File: src/core/ems_top_note.sv
// Spare source slot that holds no logic
`timescale 1ns/1ns
`default_nettype none
`default_nettype wire

File: src/core/ems_pkg.sv
// Shared constants for the external memory lane steering block
package ems_pkg;
    // External data bus shape
    localparam int EMS_BUS_W = 32;
    localparam int EMS_LANES = 4;
    // Memory width codes
    localparam logic [1:0] EMS_WIDTH_8 = 2'h0;
    localparam logic [1:0] EMS_WIDTH_16 = 2'h1;
    localparam logic [1:0] EMS_WIDTH_32 = 2'h2;
    // Lane enable patterns
    localparam logic [3:0] EMS_OE_NONE = 4'h0;
    localparam logic [3:0] EMS_OE_LOW8 = 4'h1;
    localparam logic [3:0] EMS_OE_LOW16 = 4'h3;
    localparam logic [3:0] EMS_OE_TOP8 = 4'h8;
    localparam logic [3:0] EMS_OE_TOP16 = 4'hc;
    localparam logic [3:0] EMS_OE_ALL = 4'hf;
    // Reset values of captured configuration
    localparam logic EMS_LITTLE_RST = 1'b1;
    localparam logic EMS_FIX_RST = 1'b1;
    localparam logic [1:0] EMS_BOOT_RST = 2'h0;
    // Timing
    localparam int EMS_CLK_NS = 20;
    localparam int EMS_RST_HOLD_NS = 200;
    localparam int EMS_RST_HOLD_CYC =
        (EMS_RST_HOLD_NS + EMS_CLK_NS - 1) / EMS_CLK_NS;
    localparam int EMS_SYNC_STAGES = 2;
    localparam int EMS_RD_WAIT_CYC = EMS_SYNC_STAGES;
    // State machines
    typedef enum logic {EMS_ST_HOLD, EMS_ST_RUN} ems_rst_state_t;
    typedef enum logic [1:0] {EMS_AC_IDLE, EMS_AC_READ} ems_acc_state_t;
endpackage : ems_pkg

File: src/core/ems_lane_steer.sv
// Endian lane steering and reset sequencing for the external memory iface
`timescale 1ns/1ns
`default_nettype none
// How it works
// - Endian select pin picks little or big
// - Little endian: narrow data on low lanes
// - Big endian, fix pin high: top lanes
// - Fix pin low: narrow data always low
// - Fix pin ignored in little endian
// - External reset low holds internal reset
// - Internal reset release starts configured boot
module ems_lane_steer
    import ems_pkg::*;
#(
    parameter int HOLD_CYC = EMS_RST_HOLD_CYC
) (
    // Clock and reset
    input wire logic i_sys_clk,
    input wire logic i_nrst,
    // Configuration pins
    input wire logic i_endian_select_pin,
    input wire logic i_lane_correct_pin,
    input wire logic [1:0] i_boot_mode_pin,
    // Reset and boot outputs
    output logic o_int_rst_n,
    output logic o_cpu_start,
    output logic [1:0] o_boot_mode,
    output logic o_little_endian_mode,
    output logic o_big_endian_lane_fix,
    // Core access port
    input wire logic i_acc_req,
    input wire logic i_acc_we,
    input wire logic [1:0] i_acc_width,
    input wire logic [31:0] i_acc_wdata,
    output logic o_acc_ready,
    output logic o_acc_done,
    output logic [31:0] o_acc_rdata,
    // External data bus pins
    input wire logic [31:0] i_ext_data_bus,
    output logic [31:0] o_ext_data_bus,
    output logic [3:0] o_ext_data_oe
);
    localparam int HCW = $clog2(HOLD_CYC + 1);
    localparam logic [HCW-1:0] HOLD_LAST = HCW'(HOLD_CYC - 1);
    localparam logic [1:0] RD_LAST = 2'(EMS_RD_WAIT_CYC - 1);
    // Done rises one edge after the last synced sample is captured
    localparam int RD_DONE_DLY = EMS_RD_WAIT_CYC + 1;

    logic [3:0] cfg_s;
    logic [31:0] ed_in_s;
    ems_rst_state_t rst_st_r;
    ems_acc_state_t acc_st_r;
    logic [HCW-1:0] hold_cnt_r;
    logic little_r;
    logic fix_r;
    logic [1:0] boot_r;
    logic int_rst_n_r;
    logic start_r;
    logic [1:0] acc_width_r;
    logic [1:0] rd_cnt_r;
    logic done_r;
    logic [31:0] rdata_r;
    logic [31:0] ed_out_r;
    logic [3:0] ed_oe_r;

    // Pin synchronisers
    ems_sync #(.W(4)) u_cfg_sync (
        .i_sys_clk(i_sys_clk),
        .i_nrst(i_nrst),
        .i_async({i_boot_mode_pin, i_lane_correct_pin, i_endian_select_pin}),
        .o_sync(cfg_s)
    );
    ems_sync #(.W(EMS_BUS_W)) u_data_sync (
        .i_sys_clk(i_sys_clk),
        .i_nrst(i_nrst),
        .i_async(i_ext_data_bus),
        .o_sync(ed_in_s)
    );

    // Lane placement
    wire top_align = ~little_r & fix_r;
    wire hold_done = (rst_st_r == EMS_ST_HOLD) && (hold_cnt_r == HOLD_LAST);
    wire running = (rst_st_r == EMS_ST_RUN);
    wire take = i_acc_req && o_acc_ready;
    wire take_wr = take && i_acc_we;
    wire take_rd = take && !i_acc_we;
    wire rd_last = (acc_st_r == EMS_AC_READ) && (rd_cnt_r == RD_LAST);
    wire w_is8 = (i_acc_width == EMS_WIDTH_8);
    wire w_is16 = (i_acc_width == EMS_WIDTH_16);
    wire [31:0] wr8 = top_align ? {i_acc_wdata[7:0], 24'h000000} :
        {24'h000000, i_acc_wdata[7:0]};
    wire [31:0] wr16 = top_align ? {i_acc_wdata[15:0], 16'h0000} :
        {16'h0000, i_acc_wdata[15:0]};
    wire [3:0] oe8 = top_align ? EMS_OE_TOP8 : EMS_OE_LOW8;
    wire [3:0] oe16 = top_align ? EMS_OE_TOP16 : EMS_OE_LOW16;
    wire [31:0] wr_sel = w_is8 ? wr8 : (w_is16 ? wr16 : i_acc_wdata);
    wire [3:0] oe_sel = w_is8 ? oe8 : (w_is16 ? oe16 : EMS_OE_ALL);
    wire [31:0] rd8 = top_align ? {24'h000000, ed_in_s[31:24]} :
        {24'h000000, ed_in_s[7:0]};
    wire [31:0] rd16 = top_align ? {16'h0000, ed_in_s[31:16]} :
        {16'h0000, ed_in_s[15:0]};
    wire [31:0] rd_sel = (acc_width_r == EMS_WIDTH_8) ? rd8 :
        ((acc_width_r == EMS_WIDTH_16) ? rd16 : ed_in_s);

    // Reset hold and configuration capture
    always_ff @(posedge i_sys_clk or negedge i_nrst) begin
        if (!i_nrst) begin
            rst_st_r <= EMS_ST_HOLD;
            hold_cnt_r <= '0;
            int_rst_n_r <= 1'b0;
            start_r <= 1'b0;
        end else begin
            start_r <= hold_done;
            if (hold_done) begin
                rst_st_r <= EMS_ST_RUN;
                int_rst_n_r <= 1'b1;
            end else if (!running) begin
                hold_cnt_r <= hold_cnt_r + HCW'(1);
            end
        end
    end

    always_ff @(posedge i_sys_clk or negedge i_nrst) begin
        if (!i_nrst) begin
            little_r <= EMS_LITTLE_RST;
            fix_r <= EMS_FIX_RST;
            boot_r <= EMS_BOOT_RST;
        end else if (!running) begin
            little_r <= cfg_s[0];
            fix_r <= cfg_s[1];
            boot_r <= cfg_s[3:2];
        end
    end

    // Access sequencing
    always_ff @(posedge i_sys_clk or negedge i_nrst) begin
        if (!i_nrst) begin
            acc_st_r <= EMS_AC_IDLE;
            rd_cnt_r <= 2'h0;
            acc_width_r <= EMS_WIDTH_32;
        end else begin
            if (take) begin
                acc_width_r <= i_acc_width;
            end
            if (take_rd) begin
                acc_st_r <= EMS_AC_READ;
                rd_cnt_r <= 2'h0;
            end else if (rd_last) begin
                acc_st_r <= EMS_AC_IDLE;
            end else if (acc_st_r == EMS_AC_READ) begin
                rd_cnt_r <= rd_cnt_r + 2'h1;
            end
        end
    end

    always_ff @(posedge i_sys_clk or negedge i_nrst) begin
        if (!i_nrst) begin
            ed_out_r <= 32'h00000000;
            ed_oe_r <= EMS_OE_NONE;
            rdata_r <= 32'h00000000;
            done_r <= 1'b0;
        end else begin
            done_r <= take_wr || rd_last;
            ed_oe_r <= take_wr ? oe_sel : EMS_OE_NONE;
            if (take_wr) begin
                ed_out_r <= wr_sel;
            end
            if (rd_last) begin
                rdata_r <= rd_sel;
            end
        end
    end

    // Outputs
    assign o_int_rst_n = int_rst_n_r;
    assign o_cpu_start = start_r;
    assign o_boot_mode = boot_r;
    assign o_little_endian_mode = little_r;
    assign o_big_endian_lane_fix = fix_r;
    assign o_acc_ready = running && (acc_st_r == EMS_AC_IDLE);
    assign o_acc_done = done_r;
    assign o_acc_rdata = rdata_r;
    assign o_ext_data_bus = ed_out_r;
    assign o_ext_data_oe = ed_oe_r;
endmodule : ems_lane_steer
`default_nettype wire

File: src/core/ems_sync.sv
// Two flip-flop synchroniser for pin inputs
`timescale 1ns/1ns
`default_nettype none
module ems_sync
    import ems_pkg::*;
#(
    parameter int W = 1
) (
    // Clock and reset
    input wire logic i_sys_clk,
    input wire logic i_nrst,
    // Data
    input wire logic [W-1:0] i_async,
    output logic [W-1:0] o_sync
);
    logic [W-1:0] meta_r;
    logic [W-1:0] sync_r;

    always_ff @(posedge i_sys_clk or negedge i_nrst) begin
        if (!i_nrst) begin
            meta_r <= '0;
            sync_r <= '0;
        end else begin
            meta_r <= i_async;
            sync_r <= meta_r;
        end
    end

    assign o_sync = sync_r;
endmodule : ems_sync
`default_nettype wire

File: config.mk
export PLATFORM = sky130hd
export DESIGN_NAME = ems_lane_steer
export DESIGN_NICKNAME = d
export VERILOG_FILES = /design/src/core/ems_top_note.sv /design/src/core/ems_pkg.sv /design/src/core/ems_lane_steer.sv /design/src/core/ems_sync.sv
export SDC_FILE = /design/constraint.sdc
export NUM_CORES = 1
export LEC_CHECK = 0
export ABC_AREA = 0
export BUFFER_PORTS_ARGS = -buffer_cell sky130_fd_sc_hd__buf_2
export CAP_MARGIN = 20
export CORE_UTILIZATION = 49
export DETAILED_ROUTE_END_ITERATION = 12
export PLACE_DENSITY_LB_ADDON = 0.3
export SLEW_MARGIN = 20
export SYNTH_ARGS = -nofsm -noshare
export SYNTH_HDL_FRONTEND = slang
export SYNTH_SLANG_ARGS = --single-unit
File: constraint.sdc
create_clock -name i_sys_clk -period 3.1 [get_ports i_sys_clk]
set_input_delay 0.31 -clock i_sys_clk [delete_from_list [all_inputs] [get_ports i_sys_clk]]
set_output_delay 0.31 -clock i_sys_clk [all_outputs]
set_load 0.02 [all_outputs]
Yosys cells after proc, flatten, opt, wreduce, memory -nomap -nowiden
Cells that the tools add are included.
- flip-flop bits (word level): 157
- input bits: 74
- output and inout bits: 76
- word-level logic and storage cells: 62
- add/sub/neg operators: 2
- equal/unequal tests: 6
- muxes and demuxes: 18
- bitwise logic cells: 4
- reduce and logical (&&, ||, !) cells: 15
- operators by type and width (operator ; number):
    2-to-1 mux 32 bit ; 6
    2-to-1 mux 4 bit ; 5
    2-to-1 mux 16 bit ; 1
    2-to-1 mux 2 bit ; 5
    == test 2 x 1 -> 1 bit, second input constant ; 4
    2-to-1 mux 8 bit ; 1
    logical AND 1 bit ; 6
    zero test 2 bit ; 3
    adder 4 x 1 -> 4 bit, second input constant ; 1
    == test 4 bit, second input constant ; 1
    AND reduction 2 bit ; 2
    nonzero test 2 bit ; 2
    inverter 1 bit ; 3
    adder 2 x 1 -> 2 bit, second input constant ; 1
    != test 2 bit, second input constant ; 1
    AND 1 bit ; 1
    zero test 1 bit ; 1
    logical OR 1 bit ; 1

Depth between registers and ports, before layout
Gate-level depths: netlist (run 1).
- word-level depth: 6
- gate-level depth with buffers: 7

Cells and area by module
From an unflattened synthesis (run 1), not the netlist that was laid out.
- cells, all modules: 443
- area total of the unflattened synthesis: 5559.1 µm²
- modules (own cells, without submodules) (module ; times used ; cells an instance ; area an instance (µm²)):
    ems_lane_steer ; 1 ; 371 ; 3757.4
    ems_sync at u_data_sync ; 1 ; 64 ; 1601.5
    ems_sync at u_cfg_sync ; 1 ; 8 ; 200.2

Worst setup path after synthesis (run 1)
Ideal clock, no wire load.
- kind: register to register
- start point: register little_r (netlist: o_little_endian_mode)
- end point: register rdata_r[2] (netlist: o_acc_rdata[2])
- setup time: 0.127 ns
- arrival: 1.432 ns
- setup slack: 1.541 ns
- stages on the path, launching flop included: 6
- cell sequence: dfstp_2 > nand2b_4 > buf_4 > mux2_2 > a22oi_1 > a21oi_1
- word-level cells in the longest chain between the ends: 5
- ends and longest elaborated chain (what ; RTL line ; RTL):
    from (decl) ; ems_lane_steer.sv:54 ; logic little_r;
    from (signal assigned) ; ems_lane_steer.sv:129 ; little_r <= cfg_s[0];
    inverter 1 bit (*) ; ems_lane_steer.sv:81 ; wire top_align = ~little_r & fix_r;
    AND 1 bit (*) ; ems_lane_steer.sv:81 ;
    2-to-1 mux 16 bit ; ems_lane_steer.sv:100 ; wire [31:0] rd16 = top_align ? {16'h0000, ed_in_s[31:16]} :
    2-to-1 mux 32 bit ; ems_lane_steer.sv:103 ; ((acc_width_r == EMS_WIDTH_16) ? rd16 : ed_in_s);
    2-to-1 mux 32 bit (*) ; ems_lane_steer.sv:102 ; wire [31:0] rd_sel = (acc_width_r == EMS_WIDTH_8) ? rd8 :
    to (signal assigned) ; ems_lane_steer.sv:169 ; rdata_r <= rd_sel;
    to (decl) ; ems_lane_steer.sv:62 ; logic [31:0] rdata_r;
Every way passes the cells marked *; elsewhere a longest branch is shown, timed or not.
A chain may end at the register's enable or synchronous reset.

Worst setup path after layout (run 1)
- start point: register rd_cnt_r[1]
- end point: register rdata_r[12] (netlist: o_acc_rdata[12])
- word-level cells in the longest chain between the ends: 2
- ends and longest elaborated chain (what ; RTL line ; RTL):
    from (decl) ; ems_lane_steer.sv:60 ; logic [1:0] rd_cnt_r;
    from (signal assigned) ; ems_lane_steer.sv:151 ; rd_cnt_r <= rd_cnt_r + 2'h1;
    == test 2 x 1 -> 1 bit ; ems_lane_steer.sv:87 ; wire rd_last = (acc_st_r == EMS_AC_READ) && (rd_cnt_r == RD_LAST);
    logical AND 1 bit ; ems_lane_steer.sv:87 ;
Every way passes these cells.

==> out/metrics.cfg, run 1 <==
[status]
status = completed

[sta]
slew_violations = 0
fin_setup_tns_ps = 0
min_period_ps = 2200
slew_headroom_pct = 40.3
setup-violations-final = 0
period_share_pct = 70.8
grt_setup_unrepaired = no
clock_skew_ps = 8.32
max_freq_mhz = 455
tightest_slew_ps = 895
finalHoldViolations = 0
timing.final.ws_setup_ps = 904

[yosys]
ys_warn_count = 0
synth-edff-count = 0
ys_async_sr_fraction_pct = 100
seq_area_frac_synth_pct = 70.5
synth_ff_type = dfrtp_1
synthCells = 428
synthTopCellsByCount = 153 x dfrtp_1, 77 x nand2_1, 33 x o21ai_0
yosysTopAreaCell = dfrtp_1
yosysMostFrequentCell = dfrtp_1
synth_area_mm2 = 0.00554
synth_area_per_cell_um2 = 12.9
yosysUniqueCellTypes = 39
synth_top_area_share_pct = 69.1
synth-seq-cells = 156
syn_nets = 505
synth_area_leaders = dfrtp_1 69%, nand2_1 5.2%, mux2_2 4.3%

[cells_and_area]
fin_cells = 761
nFillCells = 814
nets = 685
num_antenna_cells = 0
area_delta_synth_final_pct = 31.4
drive_above_1_share_pct = 34.3

[critical_path]
slowest_delay_ps = 730
cp_max_fo = 25
worstSetupPathType = reg -> reg
path_buf_inv = 1
crit_chain = inv_1 > ha_1 > and2_1 > o21ai_1 > o21ai_0
arrival_ps = 2510
cp-start-kind = flop
timing.reg2reg.setup_slack_ps = 900
path_delay_family = compound AO/OA/AOI/OAI gates
cp-end-kind = flop
critPathSlowestCell = and2_1
cp.required_ps = 3420

[clock_network]
cts_buffer_depth = 2
clock_latency_ps = 420
htreeDepth = 4
cts_buffers = 17
ctsRootBufferMaster = clkbuf_16
postCtsSetupBuffers = 0
cts_tree = yes
cts_resized = 0
cts_sinks = 156
path_clk_slew_ps = 60

[routing]
firstDrtPassIters = 4
drcViolationCount = 0
drt_iter0_markers = 251
wirelength_um = 12600
wl_per_cell_um = 16.6
vias_per_cell = 5.16
ant_nets = 0
vias = 3924

[grt]
grt_max_degree = 88
grt.overflow.total = 0
grt_pass1_vias = 3931
antenna_found_initial = 0
track_usage_pct = 23.1
grt_pass1_wl_um = 19900

[floorplan]
core_mm2 = 0.0109
start_util_pct = 50.7
die_w_um = 108
io_pins = 150
die_y_um = 108
dieArea_mm2 = 0.0117
placementRows = 38

[placed_design]
pre_cts_ws_ps = 905
dp_hpwl_um = 8230
portBuffers = 149
dp_cells = 697
gp_congestion = 0.828

[hold_path]
hold_path_class = in -> reg

[power]
powerDensity_mw_per_mm2 = 883
p_leak_uw = 0.00359
peakVddDrop_v = 0.000556

[job]
max_cap_violations = 0

==> timing repair <==
item | CTS | global route
setup endpoints to repair | 0 | 0
hold buffers | 32 | 0
endpoints found under the hold margin | 100 | 0
==> final timing paths <==
kind	start	to	cells past startpoint
min in group asynchronous	i_nrst	o_ext_data_bus[29]	2
worst max-delay path	rd_cnt_r[1]	o_acc_rdata[12]	5
worst min-delay path	i_boot_mode_pin[1]	u_cfg_sync.meta_r[3]	1
worst min register to register	u_data_sync.meta_r[17]	u_data_sync.o_sync[17]	0
max in group asynchronous	i_nrst	o_big_endian_lane_fix	3
worst max register to register	rd_cnt_r[1]	o_acc_rdata[12]	5
==> power by group <==
| group | internal, uW | total [uW] | switching (uW) |
|---|---|---|---|
| Clock | 1240 | 2050 | 811 |
| Sequential | 2460 | 2730 | 274 |
| Combinational | 564 | 1640 | 1080 |
| Total | 4260 | 6430 | 2160 |
==> kinds of logic after synthesis <==
family	Yosys count	synth area share, %
flops	156	70.5
simple gates	120	9.80
buf+inv	26	2.60
mux	31	6.08
compound gates	89	9.83
xor+xnor	3	0.474
fa+ha+maj	3	0.678
==> flip-flops by register name, summed over array words and instances (netlist names), 2 cells and up <==
register / cells
acc_width_r: 2
hold_cnt_r: 4
o_acc_rdata: 32
o_boot_mode: 2
o_ext_data_bus: 32
o_ext_data_oe: 4
rd_cnt_r: 2
u_cfg_sync.meta_r: 4
u_cfg_sync.o_sync: 4
u_data_sync.meta_r: 32
u_data_sync.o_sync: 32
==> routing by layer <==
metal  vias to the layer above  share of wire, %  GRT usage (%)
met3                        18               6.2           6.93
met1                      1943                40           28.8
li1                       1823                 -              -
met2                       140                52           37.8
met5                         -                 0              0
met4                         0               1.7           9.36
==> area by class of cell <==
class | instances | area [um^2] | share of cell area (%)
sequential | 156 | 3910 | 53.7
multi-input combinational | 246 | 1490 | 20.5
clock buffer | 21 | 460 | 6.32
timing repair buffer | 183 | 1100 | 15.1
inverter | 4 | 15.0 | 0.206
tap | 140 | 175 | 2.41
clock inverter | 11 | 133 | 1.82
==> stage by stage <==
stage	hold slack, ps	total power (uW)	utilization, %	cell area (um^2)
5_1_grt	1.36	6750	66.6	7280
3_5_place_dp	335	4370	58.2	6370
2_1_floorplan	14.4	3730	-	5540
4_1_cts	2.91	6460	66.6	7280
3_3_place_gp	333	4300	58.2	6360
6_report	6.83	6430	66.6	7280
==> cells in the final DEF (no fill, tap or decap), drive strengths merged, types with 3 or more instances in the layout <==
master	synthesis	layout
ha	3	3
dfstp	3	3
clkbuf	7	21
nor2	15	15
clkinv	0	4
dlygate4sd3	0	32
mux2i	10	10
buf	15	151
mux2	21	21
o21ai	36	36
nand3	17	17
inv	4	8
a22oi	24	24
dfrtp	153	153
nand2	77	77
a22o	8	8
a21oi	19	19
(Power assumes the default switching activity.)
==> run 2, diff against run 1 <==
clock period = 2.1 ns   (was 3.1 ns; I/O delays follow)
==> run 2 against run 1 <==
Effect of this change: utilization grew 0.89 points; clock power is 44% higher; combinational power up 52%; wire length increased by 1.8%; die area did not move; cell area increased by 1.3%; sequential share of layout area is 0.71 points lower; critical path type unchanged; critical endpoint unchanged; largest power group unchanged; highest routed layer unchanged.
==> out/metrics.cfg, run 2 (synthesis results as in run 1) <==
[critical_path]
r2r_end = o_acc_rdata[12]
cp_max_fo = 13
slowest_delay_ps = 570
path_buf_inv = 1
arrival_ps = 1920
critPathSlowestCell = dfstp_2
crit_chain = nand2b_4 > nor3b_2 > buf_4 > mux2i_1 > o21ai_0
cp-start-kind = flop
r2r_cells = 5
path_delay_family = flip-flops
cp-end-kind = flop
timing.reg2reg.setup_slack_ps = 420
worstSetupPathType = reg -> reg
r2r_start = o_big_endian_lane_fix
cp.required_ps = 2340

[power]
pwr-share-seq_pct = 42.5
total_power_uw = 9480
p_sw_share_pct = 33.4
powerDensity_mw_per_mm2 = 1280
power_frac_comb_pct = 26.3
p_leak_uw = 0.00363
p_switching_uw = 3170
peakVddDrop_v = 0.000737
internal_power_uw = 6310
pwr-share-clk_pct = 31.2

[sta]
setup-violations-final = 0
clock_skew_ps = 8.68
slew_violations = 0
slew_headroom_pct = 50.5
max_freq_mhz = 594
min_period_ps = 1680
period_share_pct = 80.2
tightest_slew_ps = 737
finalHoldViolations = 0
fin_setup_tns_ps = 0
grt_setup_unrepaired = no

[floorplan]
die_w_um = 108
placementRows = 38
start_util_pct = 50.7
core_mm2 = 0.0109
dieArea_mm2 = 0.0117
io_pins = 150
die_y_um = 108

[cells_and_area]
layout_common_cells = 153 x dfrtp_1, 148 x buf_2, 77 x nand2_1, 37 x dlygate4sd3_1, 33 x o21ai_0
num_antenna_cells = 0
design_area_mm2 = 0.00738
area_delta_synth_final_pct = 33.2
final_common_cell = dfrtp_1
fin_cells = 772
nets = 697
drive_above_1_share_pct = 34.3
utilization_pct = 67.5

[placed_design]
gp_congestion = 0.851
dp_cells = 704
portBuffers = 149
dp_hpwl_um = 8450
postPlaceCellArea_mm2 = 0.00643

[routing]
wirelength_um = 12800
wl_per_cell_um = 16.6
vias_per_cell = 5.14
ant_nets = 0
firstDrtPassIters = 4
drcViolationCount = 0
drt_iter0_markers = 267
vias = 3967

[clock_network]
cts_sinks = 156
cts_tree = yes
path_clk_slew_ps = 60
cts_buffer_depth = 2
clock_latency_ps = 410
htreeDepth = 4
ctsRootBufferMaster = clkbuf_16
cts_resized = 0
cts_buffers = 17

[grt]
grt.overflow.total = 0
grt_max_degree = 59
grt_pass1_wl_um = 20100
track_usage_pct = 23.3
antenna_found_initial = 0
grt_pass1_vias = 4023

[job]
max_cap_violations = 0

[status]
status = completed

[hold_path]
hold_depth = 2
hold_path.startpoint = i_acc_wdata[9]
whs_endpoint = o_ext_data_bus[9]
hold_path_class = in -> reg

-- run 2: worst max path at each step --
stage	from	to	slack (ps)	cells after the start
2_1_floorplan	o_little_endian_mode	o_acc_rdata[2]	540	5
3_3_place_gp	o_big_endian_lane_fix	o_acc_rdata[11]	530	5
3_5_place_dp	o_big_endian_lane_fix	o_acc_rdata[9]	440	5
4_1_cts	o_big_endian_lane_fix	o_acc_rdata[9]	440	5
5_1_grt	o_big_endian_lane_fix	o_acc_rdata[12]	350	5
6_report	o_big_endian_lane_fix	o_acc_rdata[12]	420	5
-- run 2: routing by layer --
layer / wire (um) / GRT usage [%] / up-vias
li1: - / - / 1844
met1: 5210 / 29.8 / 1960
met2: 6570 / 37.8 / 147
met3: 817 / 5.36 / 16
met4: 242 / 11.0 / 0
met5: 0 / 0 / -
-- run 2: power by group through the flow --
stage / Combinational (uW) / Clock (uW) / Sequential (uW)
floorplan: 927 / 0 / 4580
global placement: 2340 / 0 / 4050
detailed placement: 2430 / 0 / 4070
CTS: 2490 / 2980 / 4030
global route: 2730 / 3130 / 4100
finish: 2490 / 2960 / 4030
-- run 2: area by class of cell --
cell class	instances	area, um^2
Clock inverter	9	114
Clock buffer	22	464
Timing Repair Buffer	195	1210
Multi-Input combinational cell	246	1490
Inverter	4	15.0
Sequential cell	156	3910
Fill cell	803	3560
Tap cell	140	175
-- run 2: timing repair --
action | 4_1_cts | 5_1_grt
endpoints found under the setup margin | 0 | 0
hold buffers | 37 | 0
setup buffers | 0 | 0
endpoints found under the hold margin | 88 | 0
-- run 2: stage by stage --
| step | worst slack (ps) | hold slack, ps |
|---|---|---|
| after detailed placement | 442 | 208 |
| after global placement | 529 | 203 |
| after global routing | 353 | 39.6 |
| after floorplan | 541 | -85.6 |
| final | 417 | 44.1 |
| after CTS | 443 | 27.6 |
